[src/logic/rsr_pkg.sv]
// Constants and types of the remote status reporting block
package rsr_pkg;
   // ***********************
   // Timing
   // ***********************
   localparam int CLK_NS = 100;
   localparam int LAMP_US = 50000;
   localparam int LAMP_CYCLES = LAMP_US * 1000 / CLK_NS;
   // ***********************
   // Layout and reset values
   // ***********************
   localparam int SLOTS = 10;
   localparam logic [7:0] MASK_RST = 8'h00;
   localparam logic [7:0] EVT_RST = 8'h80;
   localparam logic [7:0] IST_RST = 8'h00;
   localparam int SP_READY = 0;
   localparam int SP_INST = 3;
   localparam int SP_EVT = 4;
   localparam int SP_SRQ = 5;
   localparam int SP_NOCMD = 6;
   localparam int EV_OPC = 0;
   localparam int EV_QRY = 2;
   localparam int EV_EXE = 4;
   localparam int EV_CMD = 5;
   localparam int EV_KEY = 6;
   localparam int IS_MEM = 7;
   localparam int IS_MEAS_W = 6;
   // ***********************
   // Types
   // ***********************
   typedef enum logic [3:0] {
      OP_NOP, OP_OPC, OP_WAI, OP_RST, OP_SAV, OP_RCL, OP_CLS,
      OP_ESE_SET, OP_ESE_Q, OP_ESR_Q, OP_SRE_SET, OP_SRE_Q,
      OP_STB_Q, OP_ISM_SET, OP_ISM_Q, OP_IST_Q
   } rsr_op_e;
   typedef struct packed {
      rsr_op_e op;
      logic [7:0] arg;
      logic has_bit;
      logic [2:0] bit_idx;
   } rsr_cmd_s;
endpackage : rsr_pkg

[src/logic/rsr_remote_status.sv]
// Status bytes, masks, lamps and command pacing
`timescale 1ns/100ps
module rsr_remote_status
   import rsr_pkg::*;
#(
   parameter int unsigned LAMP_CYCLES_P = LAMP_CYCLES
) (
   input wire logic clk_i,
   input wire logic reset_i,
   input wire logic ce_i,
   input wire rsr_cmd_s cmd_i,
   input wire logic cmd_valid_i,
   output logic cmd_ready_o,
   output logic rsp_valid_o,
   output logic [7:0] rsp_data_o,
   input wire logic cmd_enqueued_i,
   input wire logic queue_empty_i,
   input wire logic char_activity_i,
   input wire logic cmd_error_i,
   input wire logic exec_error_i,
   input wire logic out_overflow_i,
   input wire logic meas_busy_i,
   input wire logic meas_ready_i,
   input wire logic [5:0] inst_event_i,
   input wire logic settings_invalid_i,
   input wire logic key_press_event_i,
   input wire logic remote_i,
   output logic [7:0] serial_poll_o,
   output logic activity_lamp_o,
   output logic error_lamp_o,
   output logic remote_lamp_o,
   output logic keys_locked_o,
   output logic setup_reset_o
);
   // ***********************
   // Declarations
   // ***********************
   logic [7:0] ese_mask;
   logic [7:0] sre_mask;
   logic [7:0] ism_mask;
   logic [7:0] evt;
   logic [7:0] ist;
   logic [7:0] next_evt;
   logic [7:0] next_ist;
   logic [7:0] sp_core;
   logic [7:0] slot_ese [SLOTS];
   logic [7:0] slot_sre [SLOTS];
   logic [7:0] slot_ism [SLOTS];
   logic opc_armed;
   logic no_cmd;
   logic first;
   logic key_s1;
   logic key_s2;
   logic key_q;
   logic key_edge;
   logic take;
   logic slot_ok;
   logic exe_err;
   logic opc_done;
   logic clr;
   logic [1:0] lamp;
   logic [1:0] trig;
   logic [3:0] slot;

   function automatic logic [7:0] pick(input logic [7:0] b, input rsr_cmd_s c);
      pick = c.has_bit ? {7'h00, b[c.bit_idx]} : b;
   endfunction : pick

   assign take = ce_i & cmd_valid_i & cmd_ready_o;
   assign slot_ok = cmd_i.arg < 8'(SLOTS);
   assign slot = cmd_i.arg[3:0];
   assign clr = take & (cmd_i.op == OP_CLS || cmd_i.op == OP_RST);
   assign opc_done = opc_armed & ~meas_busy_i;
   assign exe_err = exec_error_i | (take & ~slot_ok & (cmd_i.op == OP_SAV || cmd_i.op == OP_RCL));
   assign key_edge = key_s2 & ~key_q & ~remote_lamp_o;
   assign activity_lamp_o = lamp[0];
   assign error_lamp_o = lamp[1];
   assign trig[0] = char_activity_i;
   assign trig[1] = cmd_error_i | exe_err | out_overflow_i;

   // ***********************
   // Pin synchroniser
   // ***********************
   always_ff @(posedge clk_i) begin
      if (reset_i) begin
         key_s1 <= 1'b0;
         key_s2 <= 1'b0;
         key_q <= 1'b0;
      end else if (ce_i) begin
         key_s1 <= key_press_event_i;
         key_s2 <= key_s1;
         key_q <= key_s2;
      end
   end

   // ***********************
   // Command pacing
   // ***********************
   always_ff @(posedge clk_i) begin
      if (reset_i) begin
         cmd_ready_o <= 1'b1;
      end else if (ce_i) begin
         if (take && cmd_i.op == OP_WAI && meas_busy_i) begin
            cmd_ready_o <= 1'b0;
         end else if (!meas_busy_i) begin
            cmd_ready_o <= 1'b1;
         end
      end
   end

   always_ff @(posedge clk_i) begin
      if (reset_i) begin
         opc_armed <= 1'b0;
      end else if (ce_i) begin
         if (take && cmd_i.op == OP_OPC) begin
            opc_armed <= 1'b1;
         end else if (opc_done) begin
            opc_armed <= 1'b0;
         end
      end
   end

   always_ff @(posedge clk_i) begin
      if (reset_i) begin
         no_cmd <= 1'b1;
      end else if (ce_i) begin
         if (cmd_enqueued_i) begin
            no_cmd <= 1'b0;
         end else if (queue_empty_i) begin
            no_cmd <= 1'b1;
         end
      end
   end

   // ***********************
   // Event and instrument status bytes
   // ***********************
   always_comb begin
      next_evt = clr ? 8'h00 : evt;
      next_evt[EV_OPC] = next_evt[EV_OPC] | opc_done;
      next_evt[EV_QRY] = next_evt[EV_QRY] | out_overflow_i;
      next_evt[EV_EXE] = next_evt[EV_EXE] | exe_err;
      next_evt[EV_CMD] = next_evt[EV_CMD] | cmd_error_i;
      next_evt[EV_KEY] = next_evt[EV_KEY] | key_edge;
      next_ist = clr ? IST_RST : ist;
      next_ist[IS_MEAS_W-1:0] = next_ist[IS_MEAS_W-1:0] | inst_event_i;
      next_ist[IS_MEM] = next_ist[IS_MEM] | (first & settings_invalid_i);
   end

   always_ff @(posedge clk_i) begin
      if (reset_i) begin
         evt <= EVT_RST;
         ist <= IST_RST;
         first <= 1'b1;
      end else if (ce_i) begin
         evt <= next_evt;
         ist <= next_ist;
         first <= 1'b0;
      end
   end

   // ***********************
   // Enable masks and setup slots
   // ***********************
   always_ff @(posedge clk_i) begin
      if (reset_i) begin
         ese_mask <= MASK_RST;
         sre_mask <= MASK_RST;
         ism_mask <= MASK_RST;
      end else if (take) begin
         case (cmd_i.op)
            OP_ESE_SET: ese_mask <= cmd_i.arg;
            OP_SRE_SET: sre_mask <= cmd_i.arg;
            OP_ISM_SET: ism_mask <= cmd_i.arg;
            OP_RST: begin
               ese_mask <= MASK_RST;
               sre_mask <= MASK_RST;
               ism_mask <= MASK_RST;
            end
            OP_RCL: begin
               if (slot_ok) begin
                  ese_mask <= slot_ese[slot];
                  sre_mask <= slot_sre[slot];
                  ism_mask <= slot_ism[slot];
               end
            end
            default: begin
            end
         endcase
      end
   end

   always_ff @(posedge clk_i) begin
      if (take && cmd_i.op == OP_SAV && slot_ok) begin
         slot_ese[slot] <= ese_mask;
         slot_sre[slot] <= sre_mask;
         slot_ism[slot] <= ism_mask;
      end
   end

   always_ff @(posedge clk_i) begin
      if (reset_i) begin
         setup_reset_o <= 1'b0;
      end else if (ce_i) begin
         setup_reset_o <= take & (cmd_i.op == OP_RST);
      end
   end

   // ***********************
   // Serial poll byte
   // ***********************
   always_comb begin
      sp_core = 8'h00;
      sp_core[SP_READY] = meas_ready_i;
      sp_core[SP_INST] = |(ist & ism_mask);
      sp_core[SP_EVT] = |(evt & ese_mask);
      sp_core[SP_NOCMD] = no_cmd;
   end

   always_ff @(posedge clk_i) begin
      if (reset_i) begin
         serial_poll_o <= 8'h00;
      end else if (ce_i) begin
         serial_poll_o <= sp_core;
         serial_poll_o[SP_SRQ] <= |(sp_core & sre_mask);
      end
   end

   // ***********************
   // Query responses
   // ***********************
   always_ff @(posedge clk_i) begin
      if (reset_i) begin
         rsp_valid_o <= 1'b0;
         rsp_data_o <= 8'h00;
      end else if (ce_i) begin
         rsp_valid_o <= 1'b1;
         case (take ? cmd_i.op : OP_NOP)
            OP_ESE_Q: rsp_data_o <= pick(ese_mask, cmd_i);
            OP_ESR_Q: rsp_data_o <= pick(evt, cmd_i);
            OP_SRE_Q: rsp_data_o <= pick(sre_mask, cmd_i);
            OP_STB_Q: rsp_data_o <= pick(serial_poll_o & 8'hbf, cmd_i);
            OP_ISM_Q: rsp_data_o <= pick(ism_mask, cmd_i);
            OP_IST_Q: rsp_data_o <= pick(ist, cmd_i);
            default: rsp_valid_o <= 1'b0;
         endcase
      end
   end

   // ***********************
   // Lamps
   // ***********************
   generate
      for (genvar i = 0; i < 2; i++) begin : g_lamp
         logic [19:0] cnt;
         always_ff @(posedge clk_i) begin
            if (reset_i) begin
               cnt <= 20'h00000;
               lamp[i] <= 1'b0;
            end else if (ce_i) begin
               if (trig[i]) begin
                  cnt <= 20'(LAMP_CYCLES_P - 1);
                  lamp[i] <= 1'b1;
               end else if (cnt != 20'h00000) begin
                  cnt <= cnt - 20'h00001;
               end else begin
                  lamp[i] <= 1'b0;
               end
            end
         end
      end
   endgenerate

   always_ff @(posedge clk_i) begin
      if (reset_i) begin
         remote_lamp_o <= 1'b0;
         keys_locked_o <= 1'b0;
      end else if (ce_i) begin
         remote_lamp_o <= remote_i;
         keys_locked_o <= remote_i;
      end
   end
endmodule : rsr_remote_status

[config.mk]
export PLATFORM = sky130hd
export DESIGN_NAME = rsr_remote_status
export DESIGN_NICKNAME = d
export VERILOG_FILES = /design/src/logic/rsr_pkg.sv /design/src/logic/rsr_remote_status.sv
export SDC_FILE = /design/constraint.sdc
export NUM_CORES = 1
export LEC_CHECK = 0
export BUFFER_PORTS_ARGS = -buffer_cell sky130_fd_sc_hd__buf_2
export CAP_MARGIN = 20
export CORE_UTILIZATION = 38
export DETAILED_ROUTE_END_ITERATION = 7
export PLACE_DENSITY = 0.56
export SYNTH_ARGS = -nofsm -noshare
export SYNTH_HDL_FRONTEND = slang
export SYNTH_SLANG_ARGS = --single-unit
export TNS_END_PERCENT = 30
[constraint.sdc]
create_clock -name clk_i -period 6.4 [get_ports clk_i]
set_clock_uncertainty 0.1 [all_clocks]
set_input_delay 1.28 -clock clk_i [delete_from_list [all_inputs] [get_ports clk_i]]
set_output_delay 1.28 -clock clk_i [all_outputs]
set_load 0.01 [all_outputs]
Word-level counts from Yosys, hierarchy flattened
Memories as Yosys holds them, arrays and structs flattened.
Index checks and enable logic that the tools add are counted.
{ "classes": {"order_cmp": 2, "n_reduce_logical": 33, "n_eq_ne": 19, "n_bitwise": 27, "mux": 45, "addsub": 2} }
{ "ops": {"columns": ["cell", "n"], "rows": [
  ["20-bit two-way mux", 4],
  ["8-bit two-way mux", 9],
  ["8-bit case mux with 3 select lines", 3],
  ["8-bit case mux with 6 select lines", 1],
  ["20-bit nonzero test", 2],
  ["20-bit by 1-bit subtractor with 20-bit output, second input constant", 2],
  ["4-bit == test, second input constant", 8],
  ["8-bit OR reduction", 3],
  ["1-bit two-way mux", 19],
  ["1-bit binary-select mux with 3-bit select", 6],
  ["2-bit AND reduction", 9],
  ["8-bit AND", 2],
  ["4-bit by 3-bit == test with 1-bit output, second input constant", 4],
  ["1-bit AND", 10],
  ["1-bit OR", 9],
  ["3-bit AND reduction", 3],
  ["3-bit nonzero test", 3],
  ["7-bit by 8-bit AND with 8-bit output", 1],
  ["4-bit by 2-bit == test with 1-bit output, second input constant", 2],
  ["8-bit by 4-bit < comparator with 1-bit output, second input constant", 1],
  ["2-bit nonzero test", 4],
  ["7-bit two-way mux", 1],
  ["6-bit two-way mux", 1],
  ["2-bit inequality test, second input constant", 3],
  ["other kinds (10)", 18]
]} }
{ "totals": {"reg_bits": 102, "wordCells": 153, "mem_bits_rw": 240, "memories": 3, "input_bits": 37} }
{ "memory_table": {"columns": ["memory", "depth", "width", "read_ports", "rd_clocked_by_memory_dff", "wr", "line", "source"], "rows": [
  ["slot_ese", 10, 8, 1, 0, 1, "rsr_remote_status.sv:46", "logic [7:0] slot_ese [SLOTS];"],
  ["slot_ism", 10, 8, 1, 0, 1, "rsr_remote_status.sv:48", "logic [7:0] slot_ism [SLOTS];"],
  ["slot_sre", 10, 8, 1, 0, 1, "rsr_remote_status.sv:47", "logic [7:0] slot_sre [SLOTS];"]
]} }

Longest topological paths before layout
Gate-level depths: netlist of the first run.
{ "depth": {"ltp_word": 9, "depth_mapped": 9} }

Worst setup path after synthesis of the first run
OpenSTA, ideal clock, no wires.
{ "synth_path": {"path_kind": "input-to-reg", "startpoint": "in cmd_i[13] (netlist name)", "endpoint": "mem slot_ese[2][0], enable pin", "cell_stages": 6, "path_buffers": 1, "required_ns": 5.834, "slack_ns": 1.060, "setup_ns": 0.466, "arrival_ns": 4.774, "path_cell_list": "clkbuf_1 nor2b_1 nor3b_1 nor3b_1 nand2_1 nor4_1"} }
{ "synth_via": {"elab_chain_cells": 5} }
{ "synth_rtl": {"columns": ["item", "line", "source"], "rows": [
  ["start: declaration", "rsr_remote_status.sv:11", "input wire rsr_cmd_s cmd_i,"],
  ["4-bit by 3-bit == test with 1-bit output", "rsr_remote_status.sv:194", "if (take && cmd_i.op == OP_SAV && slot_ok) begin"],
  ["1-bit logical AND (2 in a row)", "rsr_remote_status.sv:194", null],
  ["1-bit two-way mux", "rsr_remote_status.sv:194", null],
  ["1-bit two-way mux (implied by the code)", "rsr_remote_status.sv:195", "slot_ese[slot] <= ese_mask;"],
  ["end: declaration", "rsr_remote_status.sv:46", null]
]} }
No other way between the ends.

Final worst setup path of the first run
{ "layout_path": {"startpoint": "in cmd_i[14] (netlist name)", "endpoint": "mem slot_ism[9][0], enable pin"} }
{ "layout_via": {"elab_chain_cells": 5} }
{ "layout_rtl": {"columns": ["item", "line", "source"], "rows": [
  ["4-bit by 3-bit == test with 1-bit output", "rsr_remote_status.sv:194", null],
  ["1-bit logical AND (2 in a row)", "rsr_remote_status.sv:194", null],
  ["1-bit two-way mux", "rsr_remote_status.sv:194", null],
  ["1-bit two-way mux (implied by the code)", "rsr_remote_status.sv:197", "slot_ism[slot] <= ism_mask;"],
  ["end: declaration", "rsr_remote_status.sv:48", null]
]} }
No other way between the ends.

==> summary.md, run 1 <==
| Metric | Value |
|---|---|
| Fraction of layout cells with a size suffix above 1 | `roughly 23%` |
| Final weighted congestion of routability-driven global placement | `0.826` |
| Slowest stage cell on the critical path | `nor3b_1` |
| Number of global-route vias before repair | `roughly 9000` |
| Mean cell area of the mapped netlist | `between 10 and 15 um2` |
| Total power consumption of the routed design | `roughly 5.1 mW` |
| Largest net degree at the start of global routing | `57` |
| Post-route DRC violation count | `0` |
| Status | `finished clean` |
| Leak pwr | `roughly 5.2 nW` |
| Count of nets left with antenna violations after detail routing | `0` |
| Data arrival time of the critical path | `roughly 4.3 ns` |
| All-Layer GR Usage | `between 15 and 20%` |
| Skew-Pair Late Insertion Delay | `approximately 0.53 ns` |
| Number of post-CTS setup repair buffers | `0` |
| TritonCTS sink count | `~340` |
| Net total in the final layout | `1144` |
| CTS Hold Bufs | `0` |
| Capturing element type of the critical path | `register` |
| Overflow after GRT | `0` |
| Post-Synthesis Cells | `between 1000 and 1500` |
| Final-report hold violation count | `0` |
| CTS-repair resized insts | `0` |
| Largest cells by area after synthesis | `edfxtp_1 (50%), dfxtp_1 (14%), mux4_2 (8.0%), mux2i_1 (3.1%), nor2_1 (2.4%)` |
| Number of CTS-inserted buffers | `40` |
| Total detailed-routing wirelength | `35.2 mm` |
| Power density over the cells | `about 300 nW/um2` |
| Top flip-flop cell by instance count after synthesis | `edfxtp_1` |
| Max frequency | `roughly 0.24 GHz` |
| Worst setup path category | `in -> reg` |
| Library cell with the highest instance count after synthesis | `edfxtp_1` |
| Number of I/O port buffers | `between 50 and 60` |
| Max H-tree Level | `2` |
| Buffer cell driving the clock tree root | `clkbuf_16` |
| IO Count | `60` |
| Cell type with the highest occurrence count on the critical path | `nor3b_1` |
| Total negative slack | `0 ns` |
| RSZ-0062 raised after global routing | `no` |
| Final setup violating endpoints | `0` |
| Post-synth cell types | `between 60 and 70` |
| Number of antenna violations at the first check in global routing | `0` |
| Post-synthesis sequential element count | `342` |
| Number of max-slew violations in the final report | `0` |
| CP max stage delay | `approximately 0.67 ns` |
| Area growth, synth to finish | `15.8%` |
| Post-synthesis instance area | `14600 um2` |
| Count of TritonRoute iterations in the first routing pass | `5` |
| Via density per instance | `5.53` |
| Starting density of the core | `approximately two fifths` |
| Area enclosed by the die boundary | `approximately 39000 um2` |
| Post-DP HPWL | `roughly 22 mm` |
| Die outline height | `198 um` |
| Floorplan core area | `approximately 38000 um2` |
| YS warnings | `0` |
| Peak ir drop on the vdd network | `between 200 and 250 uV` |
| Avg WL per Cell | `~21 um` |
| Asr flop ratio synth | `0%` |
| Slew of the pin with the lowest slew margin | `~1.0 ns` |
| Required time of the worst setup path | `6.52 ns` |
| Number of vias after detailed routing | `9103` |
| Most instantiated cells after synthesis | `edfxtp_1 (240), dfxtp_1 (102), nor2_1 (94), nand2_1 (58), mux4_2 (52)` |
| Final critical path time including I/O delays and setup | `between 4 and 5 ns` |
| Die X | `between 150 and 200 um` |
| Crit path max fanout | `23` |
| Number of placement rows | `between 70 and 80` |
| Cells along the critical path | `buf_2, nor2b_1, nor3b_1, nor3b_1, nand3_1, nor2_2, buf_4` |
| Clock transition time at the flip-flop clock pins of the worst setup and hold paths | `about 0.06 ns` |
| TritonCTS clock tree | `done` |
| Clock Tree Buf Depth | `3` |
| Max-slew headroom at the worst pin | `between 30% and 40%` |
| N_diodes | `0` |
| Post-synthesis sequential area ratio | `between 60% and 70%` |
| First DRT Iteration DRCs | `832` |
| Portion of the clock cycle consumed by the worst path in the final layout | `65.1%` |
| Portion of synthesized cell area occupied by the leading cell type | `between 40% and 50%` |
| Library cell occupying the most area in the post-synthesis netlist | `edfxtp_1` |
| Setup crit start kind | `primary input` |
| Worst hold path class | `reg -> reg` |
| Number of enable-type register cells in the synthesized netlist | `240` |
| Global-route wire length before repair | `54.8 mm` |
| Max Cap Violations | `0` |
## cell families after synthesis
| logic type | share of synthesized area [%] |
|---|---|
| flip-flops | 63.6 |
| AND/OR/NAND/NOR | 9.13 |
| AO/OA/AOI/OAI | 9.11 |
| multiplexers | 13.5 |
| buffers and inverters | 2.44 |
| XOR/XNOR | 1.93 |
| adder cells (fa/ha/maj) | 0.344 |
| other | 0.0258 |
## metrics by stage
step           setup slack [ns]  std cells  hold slack, ns  area [um2]  util [%]
3_3_place_gp               1.86       1571           0.336       15500      41.1
4_1_cts                    2.29       1644           0.356       16800      44.7
6_report                   2.23       1645           0.352       16800      44.7
3_5_place_dp               1.77       1571           0.348       15500      41.1
2_1_floorplan              1.06       1040           0.331       14600         -
5_1_grt                    1.89       1645           0.386       16800      44.7
## cell usage in the layout, fill, tap and decap left out, types with 27 or more instances in the layout
cell type  Yosys  layout
edfxtp_1     240     240
dfxtp_1      102     102
nor2_1        94      88
nand2_1       58      58
buf_2         11      54
mux4_2        52      52
mux2i_1       45      45
clkbuf_16      0      41
a21oi_1       40      40
buf_4          4      36
mux2_2        30      30
xnor2_1       29      29
o211ai_1      27      27
## final timing paths
path / from / end / slack (ns) / cells after the start
min: rsp_data_o[1] / rsp_data_o[1] / 0.35 / 2
max reg2reg: cmd_ready_o / slot_ism[9][0] / 3.06 / 6
min reg2reg: rsp_data_o[1] / rsp_data_o[1] / 0.35 / 2
max: cmd_i[14] / slot_ism[9][0] / 2.23 / 7
## cell type report
cell class	count	area [um2]
Clock buffer	57	1130
Inverter	10	37.5
Clock inverter	16	226
Timing Repair Buffer	92	572
Tap cell	511	639
Sequential cell	342	9250
Fill cell	3464	20800
Multi-Input combinational cell	617	5000
## flip-flops by register name, summed over array words and instances (netlist names), 5 cells and up
signal         count
ese_mask           8
evt                6
g_lamp.cnt        40
ism_mask           8
ist                7
rsp_data_o         8
serial_poll_o      5
slot_ese          80
slot_ism          80
slot_sre          80
sre_mask           8
## power breakdown
group / leakage, nW / internal, mW / switching, mW / total [mW]
Clock: 0.650 / 1.43 / 0.876 / 2.31
Combinational: 1.86 / 0.143 / 0.201 / 0.345
Sequential: 2.68 / 2.39 / 0.0410 / 2.43
## per-layer routing
layer	track usage [%]	up-vias	share of wire, %	wire length [um]
li1	-	4183	-	-
met5	0	-	0	0
met1	27.3	4604	48	16700
met3	3.72	42	6.1	2160
met2	28.0	274	45	15800
met4	4.31	0	1.4	508
## critical path: cells and delay by family
family | cells | cell delay [ns]
AND/OR/NAND/NOR | 5 | 2.32
buffers and inverters | 2 | 0.66
(Power assumes the default switching activity.)
==> inputs of run 2 (changes only) <==
==> constraint.sdc (replaced) <==
create_clock -name clk_i -period 4.3 [get_ports clk_i]
set_clock_uncertainty 0.1 [all_clocks]
set_input_delay 0.86 -clock clk_i [delete_from_list [all_inputs] [get_ports clk_i]]
set_output_delay 0.86 -clock clk_i [all_outputs]
set_load 0.01 [all_outputs]
==> run 2 against run 1 <==
Sequential cell count is the same. Critical path depth is the same. Largest power group unchanged. Cell area about the same. Combinational power rose by 51%. Global-route usage is 0.79 points higher. Via count grew 1.2%. Routed wire length grew 4.9%. Sequential share of layout area hardly changed. Die area did not move. Critical endpoint is now slot_ism[2][2].
==> summary.md, run 2 (synthesis gave the netlist of run 1 again) <==
| Metric | Value |
|---|---|
| Status | `finished clean` |
| Portion of the clock cycle consumed by the worst path in the final layout | `75.2%` |
| Leak pwr | `5.21 nW (+0.25%)` |
| IO Count | `60 (unchanged)` |
| Cells along the critical path | `buf_2, nor2b_1, nor3b_1, nor3b_1, nand2_1, nor4_4, buf_12` |
| Total detailed-routing wirelength | `36.9 mm (+4.9%)` |
| Final critical path time including I/O delays and setup | `3.23 ns` |
| Worst hold path class | `reg -> reg` |
| Final weighted congestion of routability-driven global placement | `0.854 (+3.4%)` |
| Required time of the worst setup path | `4.42 ns (-2.10 ns)` |
| Starting density of the core | `38.6% (unchanged)` |
| Number of antenna violations at the first check in global routing | `0 (unchanged)` |
| Max Cap Violations | `0 (unchanged)` |
| All-Layer GR Usage | `19.3% (+0.79 points)` |
| CTS-repair resized insts | `0 (unchanged)` |
| Net total in the final layout | `1154 (+0.87%)` |
| Die outline height | `198 um (unchanged)` |
| TritonCTS clock tree | `done` |
| Peak ir drop on the vdd network | `307 uV (+30%)` |
| Slew of the pin with the lowest slew margin | `0.796 ns (-0.252 ns)` |
| Slowest stage cell on the critical path | `nor3b_1` |
| Die X | `198 um (unchanged)` |
| Post-route DRC violation count | `0 (unchanged)` |
| Cell type with the highest occurrence count on the critical path | `nor3b_1` |
| Utilization after layout | `44.7% (about the same)` |
| Post-Route Hold Slack | `0.367 ns (+0.0150 ns)` |
| Highest-count cells in the layout ignoring fill and taps | `edfxtp_1 (240), dfxtp_1 (102), nor2_1 (88)` |
| Capturing element type of the critical path | `register` |
| Skew-Pair Late Insertion Delay | `0.52 ns (about the same)` |
| CP max stage delay | `0.53 ns (-0.14 ns)` |
| Final setup violating endpoints | `0 (unchanged)` |
| Number of vias after detailed routing | `9212 (+1.2%)` |
| Largest net degree at the start of global routing | `63 (+11%)` |
| Number of CTS-inserted buffers | `39 (-2.5%)` |
| Placement Setup Slack | `0.613 ns (-1.15 ns)` |
| First DRT Iteration DRCs | `957 (+15%)` |
| Max-slew headroom at the worst pin | `46.8% (+17 points)` |
| RSZ-0062 raised after global routing | `no` |
| Power density over the cells | `435 nW/um2 (+44%)` |
| Setup crit start kind | `primary input` |
| Area enclosed by the die boundary | `39100 um2 (unchanged)` |
| Number of global-route vias before repair | `8994 (+0.12%)` |
| Floorplan core area | `37700 um2 (unchanged)` |
| Global-route wire length before repair | `56.2 mm (+2.7%)` |
| Number of post-CTS setup repair buffers | `0 (unchanged)` |
| Overflow after GRT | `0 (unchanged)` |
| Max frequency | `slightly above 0.3 GHz` |
| N_diodes | `0 (unchanged)` |
| Via density per instance | `5.57 (+0.71%)` |
| Minimum setup slack in the final design | `1.07 ns (-1.17 ns)` |
| Max H-tree Level | `2 (unchanged)` |
| Count of nets left with antenna violations after detail routing | `0 (unchanged)` |
| Final-report hold violation count | `0 (unchanged)` |
| Fraction of layout cells with a size suffix above 1 | `23.3% (+0.36 points)` |
| Worst setup path category | `in -> reg` |
| TritonCTS sink count | `342 (unchanged)` |
| Leading cell type in the layout, fill and taps excluded | `edfxtp_1` |
| Post-DP HPWL | `23.8 mm (+6.8%)` |
| Crit path max fanout | `26 (+13%)` |
| Area growth, synth to finish | `15.8% (about the same)` |
| Leading registers by flop count | `slot_ese (80), slot_ism (80), slot_sre (80)` |
| Buffer cell driving the clock tree root | `clkbuf_16` |
| Count of TritonRoute iterations in the first routing pass | `5 (unchanged)` |
| Data arrival time of the critical path | `3.35 ns (-0.94 ns)` |
| Avg WL per Cell | `22.3 um (+4.4%)` |
| CTS Hold Bufs | `0 (unchanged)` |
| Number of placement rows | `71 (unchanged)` |
| Number of I/O port buffers | `56 (unchanged)` |
| Clock transition time at the flip-flop clock pins of the worst setup and hold paths | `0.06 ns (about the same)` |
| Number of max-slew violations in the final report | `0 (unchanged)` |
| Clock Tree Buf Depth | `3 (unchanged)` |
==> run 2: cell count changes in the layout (fill, tap and decap cells not counted), moves of 2 or more <==
cell,delta
clkbuf_8,-2
bufinv_16,-3
buf_4,+9
clkbuf_1,+2
clkinv_2,+2
inv_6,-3
buf_12,+3
==> run 2: power breakdown <==
part           switching (mW)  leakage [nW]  total, mW  internal (mW)
Combinational           0.303          1.93      0.522          0.219
Sequential             0.0629          2.68       3.62           3.55
Clock                    1.29         0.594       3.20           1.91
==> run 2: area by class of cell <==
type	instances	area, um2
Sequential cell	342	9250
Fill cell	3435	20800
Clock inverter	13	129
Tap cell	511	639
Multi-Input combinational cell	617	5000
Inverter	10	37.5
Timing Repair Buffer	103	688
Clock buffer	57	1110
==> run 2: path summary, 6_finish.rpt <==
| kind | slack (ns) | start | cells after the start | end |
|---|---|---|---|---|
| max reg2reg | 1.31 | cmd_ready_o | 6 | slot_ism[2][2] |
| min | 0.37 | rsp_data_o[1] | 2 | rsp_data_o[1] |
| max | 1.07 | cmd_i[13] | 7 | slot_ism[2][2] |
| min reg2reg | 0.37 | rsp_data_o[1] | 2 | rsp_data_o[1] |
==> run 2: worst max-delay path, delay by kind of cell <==
kind,cells,cell delay [ns]
AND/OR/NAND/NOR,5,1.98
buffers and inverters,2,0.49
==> run 2: stage by stage <==
stage                     instance area, um2  TNS [ns]  std cells  total power, mW
final                                  16900         0       1653             7.34
after global routing                   16900         0       1653             7.58
after CTS                              16900         0       1653             7.40
after detailed placement               15600         0       1583             4.21
after global placement                 15600         0       1583             4.20
after floorplan                        14600    -0.259       1040             4.04
==> run 2: metal layers <==
layer  track usage, %  share of wire (%)  up-vias
met4             5.94                2.7        0
met3             3.24                6.8       70
met2             28.7                 44      337
met1             28.7                 46     4598
met5                0                  0        -
li1                 -                  -     4207
